<file path="src/inc/keyer_pkg.sv">
// Constants and encodings shared by the signal keyer design.
// Assumes a single 250 MHz clock domain and no register bus; controls are ports.
package keyer_pkg;

  // Keying source codes
  localparam logic [3:0] KEY_SRC_SOFT_BIT = 4'h0;
  localparam logic [3:0] KEY_SRC_EXT_PIN = 4'h1;
  localparam logic [3:0] KEY_SRC_CAPCMP = 4'h2;
  localparam logic [3:0] KEY_SRC_SERIAL = 4'h3;
  localparam logic [3:0] KEY_SRC_CMP1 = 4'h4;
  localparam logic [3:0] KEY_SRC_CMP2 = 4'h5;
  localparam logic [3:0] KEY_SRC_UART_TX = 4'h6;

  // Carrier source codes
  localparam logic [3:0] CAR_SRC_GROUND = 4'h0;
  localparam logic [3:0] CAR_SRC_EXT_ONE = 4'h1;
  localparam logic [3:0] CAR_SRC_EXT_TWO = 4'h2;
  localparam logic [3:0] CAR_SRC_REFCLK = 4'h3;
  localparam logic [3:0] CAR_SRC_CAPCMP = 4'h4;

  // Peripheral index used for pin disconnect routing
  localparam int PERIPH_COUNT = 6;
  localparam int PERIPH_CAPCMP = 0;
  localparam int PERIPH_SERIAL = 1;
  localparam int PERIPH_CMP1 = 2;
  localparam int PERIPH_CMP2 = 3;
  localparam int PERIPH_UART_TX = 4;
  localparam int PERIPH_REFCLK = 5;

  // Reset values of the control bits
  localparam logic RST_OUTPUT_SLEW_LIMIT = 1'b1;
  localparam logic RST_OUTPUT = 1'b0;

endpackage

</file>
<file path="src/hw/keyer_source_mux.sv">
// Source selector for the keying signal and one carrier.
// Assumes all inputs already lie in the clk domain.
`timescale 1ns/1ns
`default_nettype none
module keyer_source_mux (
  input wire logic [3:0] keying_source_select, // Keying source code
  input wire logic [3:0] carrier_select, // Carrier source code for one carrier
  input wire logic soft_keying_bit, // Software keying level
  input wire logic external_keying_pin, // Synchronised keying pin
  input wire logic external_carrier_pin_one, // Synchronised carrier pin one
  input wire logic external_carrier_pin_two, // Synchronised carrier pin two
  input wire logic capture_compare_output, // Capture/compare output
  input wire logic serial_data_out, // SPI data out
  input wire logic cmp1_out, // Comparator 1
  input wire logic cmp2_out, // Comparator 2
  input wire logic uart_tx, // UART transmit line
  input wire logic refclk_out, // Reference clock output
  output logic keying_sel, // Selected keying level
  output logic carrier_sel // Selected carrier level
);

  // Keying decode; unused codes fall back to the soft bit
  always_comb begin
    unique case (keying_source_select)
      keyer_pkg::KEY_SRC_EXT_PIN: keying_sel = external_keying_pin;
      keyer_pkg::KEY_SRC_CAPCMP: keying_sel = capture_compare_output;
      keyer_pkg::KEY_SRC_SERIAL: keying_sel = serial_data_out;
      keyer_pkg::KEY_SRC_CMP1: keying_sel = cmp1_out;
      keyer_pkg::KEY_SRC_CMP2: keying_sel = cmp2_out;
      keyer_pkg::KEY_SRC_UART_TX: keying_sel = uart_tx;
      default: keying_sel = soft_keying_bit;
    endcase
  end

  // Carrier decode; unused codes read as ground
  always_comb begin
    unique case (carrier_select)
      keyer_pkg::CAR_SRC_EXT_ONE: carrier_sel = external_carrier_pin_one;
      keyer_pkg::CAR_SRC_EXT_TWO: carrier_sel = external_carrier_pin_two;
      keyer_pkg::CAR_SRC_REFCLK: carrier_sel = refclk_out;
      keyer_pkg::CAR_SRC_CAPCMP: carrier_sel = capture_compare_output;
      default: carrier_sel = 1'b0;
    endcase
  end

endmodule
`default_nettype wire

</file>
<file path="src/hw/keyer_sync2.sv">
// Two-flop synchroniser for a bundle of pin levels.
// Assumes the levels are asynchronous to clk.
`timescale 1ns/1ns
`default_nettype none
module keyer_sync2 (
  input wire logic clk, // System clock
  input wire logic rst_n, // Asynchronous reset, active low
  input wire logic [2:0] async_in, // Pin levels
  output logic [2:0] sync_out // Synchronised levels
);

  logic [2:0] meta;

  // First stage feeds only the second stage
  always_ff @(posedge clk or negedge rst_n) begin
    if (!rst_n) begin
      meta <= 3'h0;
      sync_out <= 3'h0;
    end else begin
      meta <= async_in;
      sync_out <= meta;
    end
  end

endmodule
`default_nettype wire

</file>
<file path="src/hw/signal_keyer.sv">
// Signal keyer: mixes a keying stream with one of two carriers onto a pin.
// Assumes on-chip peripheral signals are in the clk domain; pins are not.
`timescale 1ns/1ns
`default_nettype none
module signal_keyer (
  input wire logic clk, // 250 MHz system clock
  input wire logic rst_n, // Asynchronous reset, active low
  input wire logic module_enable_bit, // Keyer enable
  input wire logic output_drive_enable, // Pin output enable
  input wire logic output_slew_limit, // Slew limit request
  input wire logic output_invert, // Output polarity
  input wire logic soft_keying_bit, // Programmable keying level
  input wire logic [3:0] keying_source_select, // Keying source code
  input wire logic keying_source_pin_disconnect, // Detach keying peripheral pin
  input wire logic [3:0] upper_carrier_select, // Upper carrier source code
  input wire logic upper_carrier_sync_enable, // Upper carrier sync
  input wire logic upper_carrier_invert, // Upper carrier polarity
  input wire logic upper_carrier_pin_disconnect, // Detach upper source pin
  input wire logic [3:0] lower_carrier_select, // Lower carrier source code
  input wire logic lower_carrier_sync_enable, // Lower carrier sync
  input wire logic lower_carrier_invert, // Lower carrier polarity
  input wire logic lower_carrier_pin_disconnect, // Detach lower source pin
  input wire logic external_keying_pin, // Keying pin, asynchronous
  input wire logic external_carrier_pin_one, // Carrier pin one, asynchronous
  input wire logic external_carrier_pin_two, // Carrier pin two, asynchronous
  input wire logic capture_compare_output, // Capture/compare output
  input wire logic serial_data_out, // SPI data out
  input wire logic cmp1_out, // Comparator 1
  input wire logic cmp2_out, // Comparator 2
  input wire logic uart_tx, // UART transmit
  input wire logic refclk_out, // Reference clock output
  output logic keyed_output_pin, // Modulated pin level
  output logic keyed_output_oe, // Pin output enable
  output logic keyed_output_slew, // Pin slew limiting on
  output logic keyed_output_status, // Mixed level before gating
  output logic [5:0] periph_pin_disconnect // Per-peripheral pin detach
);

  typedef enum logic [1:0] {
    ACT_UPPER,
    ACT_LOWER,
    ACT_BOTH
  } active_e;

  logic [2:0] pins_sync;
  logic keying_raw;
  logic upper_raw;
  logic lower_raw;
  logic keying;
  logic upper;
  logic lower;
  logic [3:0] eff_key_sel;
  logic [3:0] eff_upper_sel;
  logic [3:0] eff_lower_sel;
  active_e active;
  active_e next_active;
  logic carrier;
  logic mixed;
  logic [5:0] next_disc;

  // Pins cross into clk before any logic reads them
  keyer_sync2 u_sync (
    .clk(clk),
    .rst_n(rst_n),
    .async_in({external_carrier_pin_two, external_carrier_pin_one, external_keying_pin}),
    .sync_out(pins_sync)
  );

  // Disabled keyer grounds carriers and keys from the soft bit; stored
  // selections stay on the ports so re-enabling reapplies them
  always_comb begin
    if (module_enable_bit) begin
      eff_key_sel = keying_source_select;
      eff_upper_sel = upper_carrier_select;
      eff_lower_sel = lower_carrier_select;
    end else begin
      eff_key_sel = keyer_pkg::KEY_SRC_SOFT_BIT;
      eff_upper_sel = keyer_pkg::CAR_SRC_GROUND;
      eff_lower_sel = keyer_pkg::CAR_SRC_GROUND;
    end
  end

  // Upper path also yields the keying level
  keyer_source_mux u_upper_mux (
    .keying_source_select(eff_key_sel),
    .carrier_select(eff_upper_sel),
    .soft_keying_bit(soft_keying_bit),
    .external_keying_pin(pins_sync[0]),
    .external_carrier_pin_one(pins_sync[1]),
    .external_carrier_pin_two(pins_sync[2]),
    .capture_compare_output(capture_compare_output),
    .serial_data_out(serial_data_out),
    .cmp1_out(cmp1_out),
    .cmp2_out(cmp2_out),
    .uart_tx(uart_tx),
    .refclk_out(refclk_out),
    .keying_sel(keying_raw),
    .carrier_sel(upper_raw)
  );

  keyer_source_mux u_lower_mux (
    .keying_source_select(eff_key_sel),
    .carrier_select(eff_lower_sel),
    .soft_keying_bit(soft_keying_bit),
    .external_keying_pin(pins_sync[0]),
    .external_carrier_pin_one(pins_sync[1]),
    .external_carrier_pin_two(pins_sync[2]),
    .capture_compare_output(capture_compare_output),
    .serial_data_out(serial_data_out),
    .cmp1_out(cmp1_out),
    .cmp2_out(cmp2_out),
    .uart_tx(uart_tx),
    .refclk_out(refclk_out),
    .keying_sel(),
    .carrier_sel(lower_raw)
  );

  // Carrier polarity applies to the selected source only
  assign keying = keying_raw;
  assign upper = upper_raw ^ (upper_carrier_invert & module_enable_bit);
  assign lower = lower_raw ^ (lower_carrier_invert & module_enable_bit);

  // Active carrier tracking. With sync on for the outgoing carrier it stays
  // in use (both state) until its pulse falls; low keying still masks an outgoing upper pulse.
  always_comb begin
    next_active = active;
    unique case (active)
      ACT_UPPER: begin
        if (!keying) begin
          if (upper_carrier_sync_enable && upper) begin
            next_active = ACT_BOTH;
          end else begin
            next_active = ACT_LOWER;
          end
        end
      end
      ACT_LOWER: begin
        if (keying) begin
          if (lower_carrier_sync_enable && lower) begin
            next_active = ACT_BOTH;
          end else begin
            next_active = ACT_UPPER;
          end
        end
      end
      ACT_BOTH: begin
        // Outgoing carrier is the opposite of the current keying level
        if (keying && !lower) begin
          next_active = ACT_UPPER;
        end else if (!keying && !upper) begin
          next_active = ACT_LOWER;
        end
      end
      default: next_active = ACT_LOWER;
    endcase
  end

  // Reset leaves the lower carrier active with the keyer quiet
  always_ff @(posedge clk or negedge rst_n) begin
    if (!rst_n) begin
      active <= ACT_LOWER;
    end else begin
      active <= next_active;
    end
  end

  // Pick the carrier in use; in the both state the outgoing one finishes
  always_comb begin
    unique case (active)
      ACT_UPPER: carrier = upper;
      ACT_LOWER: carrier = lower;
      ACT_BOTH: carrier = keying ? lower : upper;
      default: carrier = 1'b0;
    endcase
  end

  // Mixing: keying gates the carrier; inversion sits before output gating
  assign mixed = (carrier & keying) ^ output_invert;

  // Pin drive; mixing runs regardless of the output enable. No clock gating
  // is used, so the keyer keeps running while the core sleeps.
  always_ff @(posedge clk or negedge rst_n) begin
    if (!rst_n) begin
      keyed_output_pin <= keyer_pkg::RST_OUTPUT;
      keyed_output_status <= keyer_pkg::RST_OUTPUT;
    end else begin
      keyed_output_status <= mixed;
      keyed_output_pin <= output_drive_enable & module_enable_bit & mixed;
    end
  end

  // Pin control: enable follows the drive bit gated by the keyer enable, slew follows its bit
  always_ff @(posedge clk or negedge rst_n) begin
    if (!rst_n) begin
      keyed_output_oe <= 1'b0;
      keyed_output_slew <= keyer_pkg::RST_OUTPUT_SLEW_LIMIT;
    end else begin
      keyed_output_oe <= output_drive_enable & module_enable_bit;
      keyed_output_slew <= output_slew_limit;
    end
  end

  // Map a carrier code onto the peripheral it draws from
  function automatic logic [5:0] carrier_periph(input logic [3:0] sel);
    logic [5:0] m;
    m = 6'h00;
    if (sel == keyer_pkg::CAR_SRC_CAPCMP) begin
      m[keyer_pkg::PERIPH_CAPCMP] = 1'b1;
    end
    if (sel == keyer_pkg::CAR_SRC_REFCLK) begin
      m[keyer_pkg::PERIPH_REFCLK] = 1'b1;
    end
    return m;
  endfunction

  // Detach requests for the peripherals that feed the selected sources
  always_comb begin
    next_disc = 6'h00;
    if (module_enable_bit) begin
      if (upper_carrier_pin_disconnect) begin
        next_disc = next_disc | carrier_periph(upper_carrier_select);
      end
      if (lower_carrier_pin_disconnect) begin
        next_disc = next_disc | carrier_periph(lower_carrier_select);
      end
      if (keying_source_pin_disconnect) begin
        unique case (keying_source_select)
          keyer_pkg::KEY_SRC_CAPCMP: next_disc[keyer_pkg::PERIPH_CAPCMP] = 1'b1;
          keyer_pkg::KEY_SRC_SERIAL: next_disc[keyer_pkg::PERIPH_SERIAL] = 1'b1;
          keyer_pkg::KEY_SRC_CMP1: next_disc[keyer_pkg::PERIPH_CMP1] = 1'b1;
          keyer_pkg::KEY_SRC_CMP2: next_disc[keyer_pkg::PERIPH_CMP2] = 1'b1;
          keyer_pkg::KEY_SRC_UART_TX: next_disc[keyer_pkg::PERIPH_UART_TX] = 1'b1;
          default: next_disc = next_disc;
        endcase
      end
    end
  end

  // Registered so the pin muxes see a clean level
  always_ff @(posedge clk or negedge rst_n) begin
    if (!rst_n) begin
      periph_pin_disconnect <= 6'h00;
    end else begin
      periph_pin_disconnect <= next_disc;
    end
  end

endmodule
`default_nettype wire

</file>
<file path="config.mk">
export PLATFORM = sky130hd
export DESIGN_NAME = signal_keyer
export DESIGN_NICKNAME = d
export VERILOG_FILES = /design/src/inc/keyer_pkg.sv /design/src/hw/keyer_source_mux.sv /design/src/hw/keyer_sync2.sv /design/src/hw/signal_keyer.sv
export SDC_FILE = /design/constraint.sdc
export NUM_CORES = 1
export LEC_CHECK = 0
export BUFFER_PORTS_ARGS = -buffer_cell sky130_fd_sc_hd__buf_2
export CAP_MARGIN = 30
export CORE_ASPECT_RATIO = 1.25
export CORE_MARGIN = 4
export CORE_UTILIZATION = 35
export DETAILED_ROUTE_END_ITERATION = 12
export HOLD_SLACK_MARGIN = 0.1
export SLEW_MARGIN = 25
export SYNTH_ARGS = -nofsm -noshare
export SYNTH_HDL_FRONTEND = slang
export SYNTH_SLANG_ARGS = --single-unit
</file>
<file path="constraint.sdc">
create_clock -name clk -period 4 [get_ports clk]
set_clock_uncertainty 0.2 [all_clocks]
set_input_delay 0.6 -clock clk [delete_from_list [all_inputs] [get_ports clk]]
set_output_delay 0.6 -clock clk [all_outputs]
set_load 0.005 [all_outputs]
</file>
# Yosys cells after proc, flatten, opt, wreduce, memory -nomap -nowiden
# Cells that the tools add are included.
[totals]
register_bits = 18
latchBits = 0
ramBits = 0
mem_bits_ro = 0
input_bits = 35
out_inout_bits = 10
memories = 0
[op_classes]
add_sub_neg = 0
mul = 0
n_div = 0
order_cmp = 0
eq_ne = 28
shifts = 0
n_mux = 33
bitwise = 9
n_reduce_logical = 9
[ops]
columns = ["cell", "count"]
rows = [
  ["$eq 4x2->1 const B", 10],
  ["$eq 4x3->1 const B", 10],
  ["$mux 6", 4],
  ["$mux 1", 14],
  ["$eq 4x1->1 const B", 3],
  ["$mux 2", 6],
  ["$mux 4", 3],
  ["$pmux 1 s4", 2],
  ["$or 6x6->6", 1],
  ["$pmux 1 s6", 1],
  ["$pmux 2 s3", 1],
  ["$and 1x1->1", 5],
  ["$mux 5", 1],
  ["$logic_and 1x1->1", 4],
  ["$ne 2x2->1 const B", 2],
  ["$logic_not 1->1", 3],
  ["$ne 3x3->1 const B", 1],
  ["$pmux 1 s3", 1],
  ["$reduce_and 3->1", 1],
  ["$xor 1x1->1", 3],
  ["$eq 2x1->1 const B", 1],
  ["$eq 2x2->1 const B", 1],
  ["$logic_not 2->1", 1],
]

# Longest topological paths before layout
# Gate-level depths: netlist of the first run.
[logic_depth]
ltp_word = 9
mapped_depth = 7
ltp_nobuf = 6

# Hierarchy
# A second synthesis of the first run with hierarchy kept.
[hier_totals]
cells_unflattened = 105
hier_area_um2 = 1053.5
[by_module_without_submodules]
columns = ["module", "instances", "cells_per_inst", "area_each_um2", "seq_area_each_um2"]
rows = [
  ["signal_keyer", 1, 63, 643.1, 302.8],
  ["keyer_source_mux", 2, 18, 130.1, 0.0],
  ["keyer_sync2", 1, 6, 150.1, 150.1],
]

# Worst setup path before layout of the first run
# Ideal clock, no wire load.
[synth_path]
kind = "input -> register"
startpoint = "in keying_source_select[0]"
endpoint = "reg keyed_output_pin"
setup_time_ns = 0.079
t_arrival_ns = 1.937
required_time_ns = 3.721
slack_ns = 1.784
cell_stages = 5
path_buffers = 1
cell_sequence = "clkbuf_1 > mux4_2 > a21o_1 > a31oi_4 > mux2i_1"
[synth_between]
elab_chain_cells = 8
elab_cells_between_ends = 13
classes_between = "eq/ne (6); mux (4); bitwise (3)"
[synth_rtl]
columns = ["element", "line_no", "rtl"]
rows = [
  ["start: declaration", "signal_keyer.sv:13", "input wire logic [3:0] keying_source_select,"],
  ["$mux 4 (*)", "signal_keyer.sv:72", "if (module_enable_bit) begin"],
  ["$eq 4x3->1, or another cell as far along", "n/a", ""],
  ["$pmux 1 s6 (*)", "keyer_source_mux.sv:24", "unique case (keying_source_select)"],
  ["$mux 1", "signal_keyer.sv:172", "ACT_BOTH: carrier = keying ? lower : upper;"],
  ["$pmux 1 s3", "signal_keyer.sv:169", "unique case (active)"],
  ["$and 1x1->1 (*)", "signal_keyer.sv:178", "assign mixed = (carrier & keying) ^ output_invert;"],
  ["$xor 1x1->1 (*)", "signal_keyer.sv:178", ""],
  ["$and 1x1->1 (*)", "signal_keyer.sv:188", "keyed_output_pin <= output_drive_enable & module_enable_bit & mixed;"],
  ["end signal: assignment", "signal_keyer.sv:184", "keyed_output_pin <= keyer_pkg::RST_OUTPUT;"],
  ["end signal: assignment", "signal_keyer.sv:188", ""],
  ["end: declaration", "signal_keyer.sv:32", "output logic keyed_output_pin,"],
]
# Every way passes the cells marked *; elsewhere a longest branch is shown, timed or not.
# A chain may end at the register's enable or synchronous reset.

# Worst setup path in the final report of the first run
[layout_path]
startpoint = "in upper_carrier_select[0]"
endpoint = "reg keyed_output_pin"
[layout_between]
elab_chain_cells = 9
elab_cells_between_ends = 12
classes_between = "eq/ne (4); mux (4); bitwise (4)"
[layout_rtl]
columns = ["element", "line_no", "rtl"]
rows = [
  ["start: declaration", "signal_keyer.sv:15", "input wire logic [3:0] upper_carrier_select,"],
  ["$mux 4 (*)", "signal_keyer.sv:72", ""],
  ["$eq 4x3->1, or another cell as far along", "keyer_source_mux.sv:37", "unique case (carrier_select)"],
  ["$pmux 1 s4 (*)", "keyer_source_mux.sv:37", ""],
  ["$xor 1x1->1 (*)", "signal_keyer.sv:120", "assign upper = upper_raw ^ (upper_carrier_invert & module_enable_bit);"],
  ["$mux 1", "signal_keyer.sv:172", ""],
  ["$pmux 1 s3 (*)", "signal_keyer.sv:169", ""],
  ["$and 1x1->1 (*)", "signal_keyer.sv:178", ""],
  ["$xor 1x1->1 (*)", "signal_keyer.sv:178", ""],
  ["$and 1x1->1 (*)", "signal_keyer.sv:188", ""],
]
# Marks and branches as above.

==> results of run 1 <==
stage by stage:
stage,instances,util
final,170,0.4965
after global routing,170,0.4965
after floorplan,90,-
after CTS,170,0.4965
after global placement,165,0.4782
after detailed placement,165,0.4782
timing repair:
action / in CTS / in global routing
endpoints found under the hold margin: 16 / 0
gates resized for setup: 0 / 0
hold buffers: 1 / 0
metal layers:
layer / up-vias / wire [um] / track usage
li1: 429 / - / -
met1: 398 / 884 / 0.1507
met2: 34 / 1123 / 0.2249
met3: 2 / 181 / 0.02237
met4: 0 / 14 / 0.03738
met5: - / 0 / 0
cells in the final DEF (no fill, tap or decap), drive strengths merged, types with 2 or more instances in the layout:
cell / n
buf: 44
dfrtp: 16
nand2: 7
nor2: 6
nor2b: 5
nand3: 4
clkbuf: 4
o21ai: 4
nor3b: 3
mux2i: 3
inv: 3
a31oi: 3
nand4b: 2
nor3: 2
a21oi: 2
or4b: 2
or2: 2
and3b: 2
o211ai: 2
xor2: 2
dfstp: 2
o221ai: 2
flip-flops by register name, summed over array words and instances, names as in the netlist:
signal,flops
u_sync.meta,3
u_sync.sync_out,3
active,2
keyed_output_oe,1
keyed_output_slew,1
periph_pin_disconnect,6
keyed_output_status,1
keyed_output_pin,1
power groups by stage:
stage                     clock [mW]  sequential, mW  combinational, mW
after floorplan                    0           0.202             0.0397
after global placement             0           0.202             0.0732
after detailed placement           0           0.203             0.0751
after global routing           0.123           0.201             0.0839
after CTS                      0.114           0.199             0.0760
final                          0.110           0.199             0.0753
how the worst max path moves through the flow:
| stage | start | to | slack, ns | cells past startpoint |
|---|---|---|---|---|
| 2_1_floorplan | keying_source_select[0] | keyed_output_pin$_DFF_PN0_ | 1.78 | 5 |
| 3_3_place_gp | upper_carrier_select[0] | keyed_output_pin$_DFF_PN0_ | 1.61 | 7 |
| 3_5_place_dp | upper_carrier_select[0] | keyed_output_pin$_DFF_PN0_ | 1.56 | 7 |
| 4_1_cts | upper_carrier_select[0] | keyed_output_pin$_DFF_PN0_ | 1.87 | 7 |
| 5_1_grt | module_enable_bit | keyed_output_pin$_DFF_PN0_ | 1.82 | 7 |
| 6_report | upper_carrier_select[0] | keyed_output_pin$_DFF_PN0_ | 1.88 | 7 |
logic make-up (layout without fill, tap and decap cells):
family	after synthesis	after routing	synth area share
buffers and inverters	5	52	0.02350
multiplexers	4	4	0.05483
flip-flops	18	18	0.4726
XOR/XNOR	2	2	0.01828
AND/OR/NAND/NOR	44	44	0.2846
AO/OA/AOI/OAI	17	17	0.1462
layout make-up:
type / count / share of cell area
multi-input combinational: 67 / 0.3848
tap: 33 / 0.03290
timing repair buffer: 45 / 0.1835
inverter: 3 / 0.008973
clock buffer: 4 / 0.02891
sequential: 18 / 0.3609
==> summary.md, run 1 <==
| Metric | Value |
|---|---|
| Worst R2R Path Depth | 6 |
| Post-CTS Setup Bufs | 0 |
| Routed len/inst | 12.96 um |
| Mean area per synthesized cell | 10.65 um^2 |
| Share of post-route cells with drive strength above 1 | 0.4453 |
| Clock power frac | 0.285 |
| Setup CP Type | input port to flop |
| RePlAce Congestion | 0.7629 |
| Sequential Power Share | 0.519 |
| Fin. Hold Viols | 0 |
| Critical path launch point type | input port |
| DP Worst Slack | 1.558 ns |
| Placed Instance Area | 0.001209 mm^2 |
| Initial drt markers | 11 |
| Setup TNS | 0 ns |
| Initial antenna violation count | 0 |
| Sequential share of the synthesized area | 0.4726 |
| Global-route wire length before repair | 3401 um |
| Min Tclk post-route | 2.120 ns |
| Vias in the first global route | 808 |
| EDFF count, synth | 0 |
| Largest net degree at the start of global routing | 19 |
| Total power draw | 0.3844 mW |
| Yosys top cell area share | 0.4178 |
| Switch Pwr | 0.09862 mW |
| Hold path startpoint | u_sync.meta[0]$_DFF_PN0_ |
| Final setup vio count | 0 |
| RR Startpoint | u_sync.sync_out[1]$_DFF_PN0_ |
| Worst skew pair latency | 0.28 ns |
| Synth Instances | 90 |
| Die Y-Extent | 66.51 um |
| Area occupied by multi-input gates | 483.0 um^2 |
| Pwr per Cell Area | 306.3 mW/mm^2 |
| Cell area after synthesis | 958.4 um^2 |
| Max clock buf depth | 2 |
| Top-count cell post-synth | dfrtp_1 |
| Actual slew at the worst max-slew pin | 0.3984 ns |
| CTS tree | yes |
| Routed vias/inst | 5.076 |
| Port-buffer cells | 44 |
| Pleak | 0.6077 nW |
| Final period util | 0.5300 |
| Number of H-tree levels | 1 |
| Comb pwr share | 0.196 |
| Clock Sinks | 18 |
| Die area | 0.003645 mm^2 |
| CP delay by family, top | simple AND/OR/NAND/NOR gates |
| Synth unique cells | 42 |
| Fill count | 256 |
| Syn nets | 125 |
| Detailed Place HPWL | 1812 um |
| Die Wd | 54.81 um |
| Final wirelength | 2204 um |
| Antenna Nets Post-Route | 0 |
| FF+latch count, synth | 18 |
| Area taken by flip-flops and latches | 452.9 um^2 |
| Core area | 0.002527 mm^2 |
| Post-synth ARST share | 1.000 |
| Clk slew on worst S/H paths | 0.10 ns |
| Cts bufs inserted | 3 |
| Synth cell count leaders | dfrtp_1, nand2_1, nor2_1 |
| Fin nets | 173 |
| Total GRT Usage | 0.1273 |
| I/O pins | 45 |
| Area Growth Syn to Fin | 30.94% |
| Initial core utilization | 0.3792 |
| ANT cells | 0 |
| Ranking of synthesized cells by area | dfrtp_1, dfstp_2, mux2i_1 |
| Root Buffer | clkbuf_4 |
| Drt drc | 0 |
| Outcome | finished, final reports clean |
| Rows | 20 |
| Worst hold path class | flop to flop |
| Max-slew violation count | 0 |
| Power Internal | 0.2858 mW |
| Leading area contributor after synthesis | dfrtp_1 |
| Unrepaired setup endpoints after global routing | no |
| Bufs and invs on worst path | 1 |
| Peak VDD IR | 0.1954 mV |
| CP max stage cell | or4b_1 |
| First-pass iteration count of the detailed router | 4 |
| WP data required | 4.02 ns |
| Final setup margin | 1.880 ns |
| Max cap viols | 0 |
| Post-route cell area | 0.001255 mm^2 |
| DR vias | 863 |
| WHS | 0.1589 ns |
| Hold Path Depth | 0 |
| Maximum clock frequency | 471.7 MHz |
| R2R setup slack | 1.97 ns |
| Sw frac | 0.2565 |
| CP arrival | 2.14 ns |
| Synth Flop Type | dfrtp_1 |
| R2R Path End | keyed_output_pin$_DFF_PN0_ |
| Slew headroom | 0.7344 |
| Critical path, cell by cell | buf_2 -> nor2_1 -> and3_1 -> o221ai_1 -> or4b_1 -> a31oi_4 -> mux2i_1 |
| Crit end category | flop |
| Remaining global-route overflow | 0 |
| Synth warn | 0 |
| Worst Hold End | u_sync.sync_out[0]$_DFF_PN0_ |
| Critical path peak fanout | 3 |
| CP max stage delay | 0.56 ns |
Note: power is estimated with default switching activity, not from simulation.
==> run 2, diff against run 1 <==
--- a/config.mk
+++ b/config.mk
@@ -5,6 +5,7 @@
 export SDC_FILE = /design/constraint.sdc
 export NUM_CORES = 1
 export LEC_CHECK = 0
+export ABC_AREA = 1
 export BUFFER_PORTS_ARGS = -buffer_cell sky130_fd_sc_hd__buf_2
 export CAP_MARGIN = 30
 export CORE_ASPECT_RATIO = 1.25
==> constraint.sdc (replaced) <==
create_clock -name clk -period 2.1 [get_ports clk]
set_clock_uncertainty 0.2 [all_clocks]
set_input_delay 0.315 -clock clk [delete_from_list [all_inputs] [get_ports clk]]
set_output_delay 0.315 -clock clk [all_outputs]
set_load 0.005 [all_outputs]
==> summary.md, run 2 <==
| Metric | Value |
|---|---|
| Outcome | finished, final reports clean |
| Cell area after synthesis | 0.001035 mm^2 |
| Sw frac | 0.3161 |
| Min Tclk post-route | 1.978 ns |
| Die Wd | 56.63 um |
| Yosys top cell area share | 0.3869 |
| Wl on met1 | 1100 um |
| Ranking of synthesized cells by area | dfrtp_1, nand2_1, inv_1 |
| Port-buffer cells | 44 |
| Final setup vio count | 0 |
| Sequential Power Share | 0.450 |
| Sequential share of the synthesized area | 0.4377 |
| CTS tree | yes |
| Syn nets | 181 |
| Switch Pwr | 0.2805 mW |
| Maximum clock frequency | 505.5 MHz |
| First-pass iteration count of the detailed router | 4 |
| Rows | 21 |
| CP delay by family, top | buffers and inverters |
| Area Growth Syn to Fin | 41.47% |
| Critical path, cell by cell | dlygate4sd3_1 -> buf_4 -> inv_2 -> nor2_4 -> nand3_1 -> nor3_1 -> dlygate4sd3_1 |
| Die Y-Extent | 68.79 um |
| FF+latch count, synth | 18 |
| Fin nets | 243 |
| Share of post-route cells with drive strength above 1 | 0.3237 |
| Most used cell, CP | dlygate4sd3_1 |
| Max reg flops | 6 |
| Pwr per Cell Area | 606.2 mW/mm^2 |
| Final wirelength | 2536 um |
| Actual slew at the worst max-slew pin | 0.3997 ns |
| Critical path launch point type | input port |
| Setup CP Type | input port to flop |
| Register bank with the most flops | periph_pin_disconnect |
| Antenna Nets Post-Route | 0 |
| Final period util | 0.9420 |
| Worst skew pair latency | 0.29 ns |
| Slew headroom | 0.7335 |
| Bufs and invs on worst path | 4 |
| Drt drc | 0 |
| Clk slew on worst S/H paths | 0.11 ns |
| Synth unique cells | 22 |
| Commonest cells after routing, fill and taps aside | nand2_1, buf_2, inv_1 |
| Max-slew violation count | 0 |
| ANT cells | 0 |
| WP data required | 2.13 ns |
| CP max stage delay | 0.56 ns |
| Mean area per synthesized cell | 7.087 um^2 |
| Max clock buf depth | 2 |
| Final core occ | 0.5306 |
| Die area | 0.003896 mm^2 |
| Synth Flop Type | dfrtp_1 |
| Initial antenna violation count | 0 |
| Synth Instances | 146 |
| Comb pwr share | 0.310 |
| CP max stage cell | dlygate4sd3_1 |
| Routed len/inst | 10.52 um |
| Critical path peak fanout | 7 |
| Top Metal Used | met4 |
| Synth cell count leaders | nand2_1, inv_1, dfrtp_1 |
| Number of H-tree levels | 1 |
| Largest regs | periph_pin_disconnect: 6 flops, u_sync.meta: 3 flops, u_sync.sync_out: 3 flops |
| Peak VDD IR | 0.4716 mV |
| Commonest non-fill, non-tap cell in the layout | nand2_1 |
| Root Buffer | clkbuf_4 |
| Clock power frac | 0.240 |
| Clock Sinks | 18 |
| Routed vias/inst | 4.531 |
| Crit end category | flop |
| Total GRT Usage | 0.1374 |
| RePlAce Congestion | 0.9155 |
| Met2 Wirelength | 1206 um |
| Largest net degree at the start of global routing | 19 |
| Power Internal | 0.6069 mW |
| Top-count cell post-synth | nand2_1 |
| Max cap viols | 0 |
| DR vias | 1,092 |
| Cts bufs inserted | 3 |
| Remaining global-route overflow | 0 |
| Initial core utilization | 0.3751 |
| Fin. Hold Viols | 0 |
| Vias in the first global route | 1,088 |
| Post-synth ARST share | 1.000 |
| Initial drt markers | 37 |
| WHS | 0.1200 ns |
| CP arrival | 2.01 ns |
| I/O pins | 45 |
| Core area | 0.002759 mm^2 |
| Synth warn | 0 |
| Detailed Place HPWL | 1972 um |
| EDFF count, synth | 0 |
| Leading area contributor after synthesis | dfrtp_1 |
| DR WL met3 | 194 um |
| Worst hold path class | input port to flop |
| Pleak | 0.8550 nW |
| Global-route wire length before repair | 4215 um |
## run 2: cell count changes in the layout (fill, tap and decap cells not counted), sizes merged, moves of 3 or more
cell         delta
nor2           +11
nand3          +12
nand4           +4
nor3b           -3
nor2b           -5
mux2i           -3
nand2          +44
dlygate4sd3    +10
a31oi           -3
inv            +25
## run 2: what timing repair did
action,in CTS,in global routing
setup endpoints to repair,0,3
hold endpoints to repair,28,0
hold buffers,11,0
resized for setup,0,3
setup buffers,0,2
## run 2: final timing paths
| kind | start | end | slack [ns] | depth (start not counted) |
|---|---|---|---|---|
| max in group asynchronous | rst_n | keyed_output_slew$_DFF_PN1_ | 1.11 | 2 |
| min reg2reg | u_sync.meta[0]$_DFF_PN0_ | u_sync.sync_out[0]$_DFF_PN0_ | 0.16 | 0 |
| min in group asynchronous | rst_n | keyed_output_oe$_DFF_PN0_ | 0.26 | 2 |
| max reg2reg | active[0]$_DFFE_PN1P_ | keyed_output_status$_DFF_PN0_ | 0.54 | 9 |
| min | keying_source_select[1] | periph_pin_disconnect[1]$_DFF_PN0_ | 0.12 | 3 |
| max | module_enable_bit | periph_pin_disconnect[2]$_DFF_PN0_ | 0.12 | 7 |
## run 2: tightest hold or removal path, delay by kind of cell
| family | cells | cell delay, ns |
|---|---|---|
| simple gates | 2 | 0.14 |
| buf+inv | 1 | 0.14 |
## run 2: per-stage QoR
step | instances | power, mW | cell area (um^2) | setup TNS, ns | worst slack, ns
6_report | 241 | 0.8874 | 1464 | 0 | 0.1217
2_1_floorplan | 146 | 0.5729 | 1035 | 0 | 0.6185
5_1_grt | 241 | 0.9556 | 1464 | -0.02707 | -0.01705
4_1_cts | 239 | 0.8937 | 1444 | 0 | 0.1019
3_3_place_gp | 224 | 0.6591 | 1297 | 0 | 0.3902
3_5_place_dp | 224 | 0.6617 | 1297 | 0 | 0.3430
## run 2: logic make-up after synthesis
family                 synth area share
DFF                              0.4377
buffers and inverters            0.1052
AOI/OAI and AO/OA               0.04958
and+or+nand+nor                  0.4075
## run 2: layout make-up
class,instances,area [um^2]
multi-input combinational,99,475.5
clock buffer,4,36.28
timing repair buffer,57,347.8
fill,267,1295
inverter,29,108.9
sequential,18,452.9
tap,34,42.54
## run 2: power groups by stage
| stage | Sequential, mW | Clock, mW | Combinational (mW) |
|---|---|---|---|
| finish | 0.399 | 0.213 | 0.275 |
| global placement | 0.406 | 0 | 0.253 |
| global route | 0.404 | 0.235 | 0.317 |
| floorplan | 0.406 | 0 | 0.167 |
| detailed placement | 0.407 | 0 | 0.255 |
| CTS | 0.400 | 0.223 | 0.271 |
## run 2: metal layers
layer  vias to the layer above  track usage
met5                         -            0
met4                         0      0.07122
met3                         4      0.02607
met2                        35       0.2471
met1                       475       0.1557
li1                        578            -
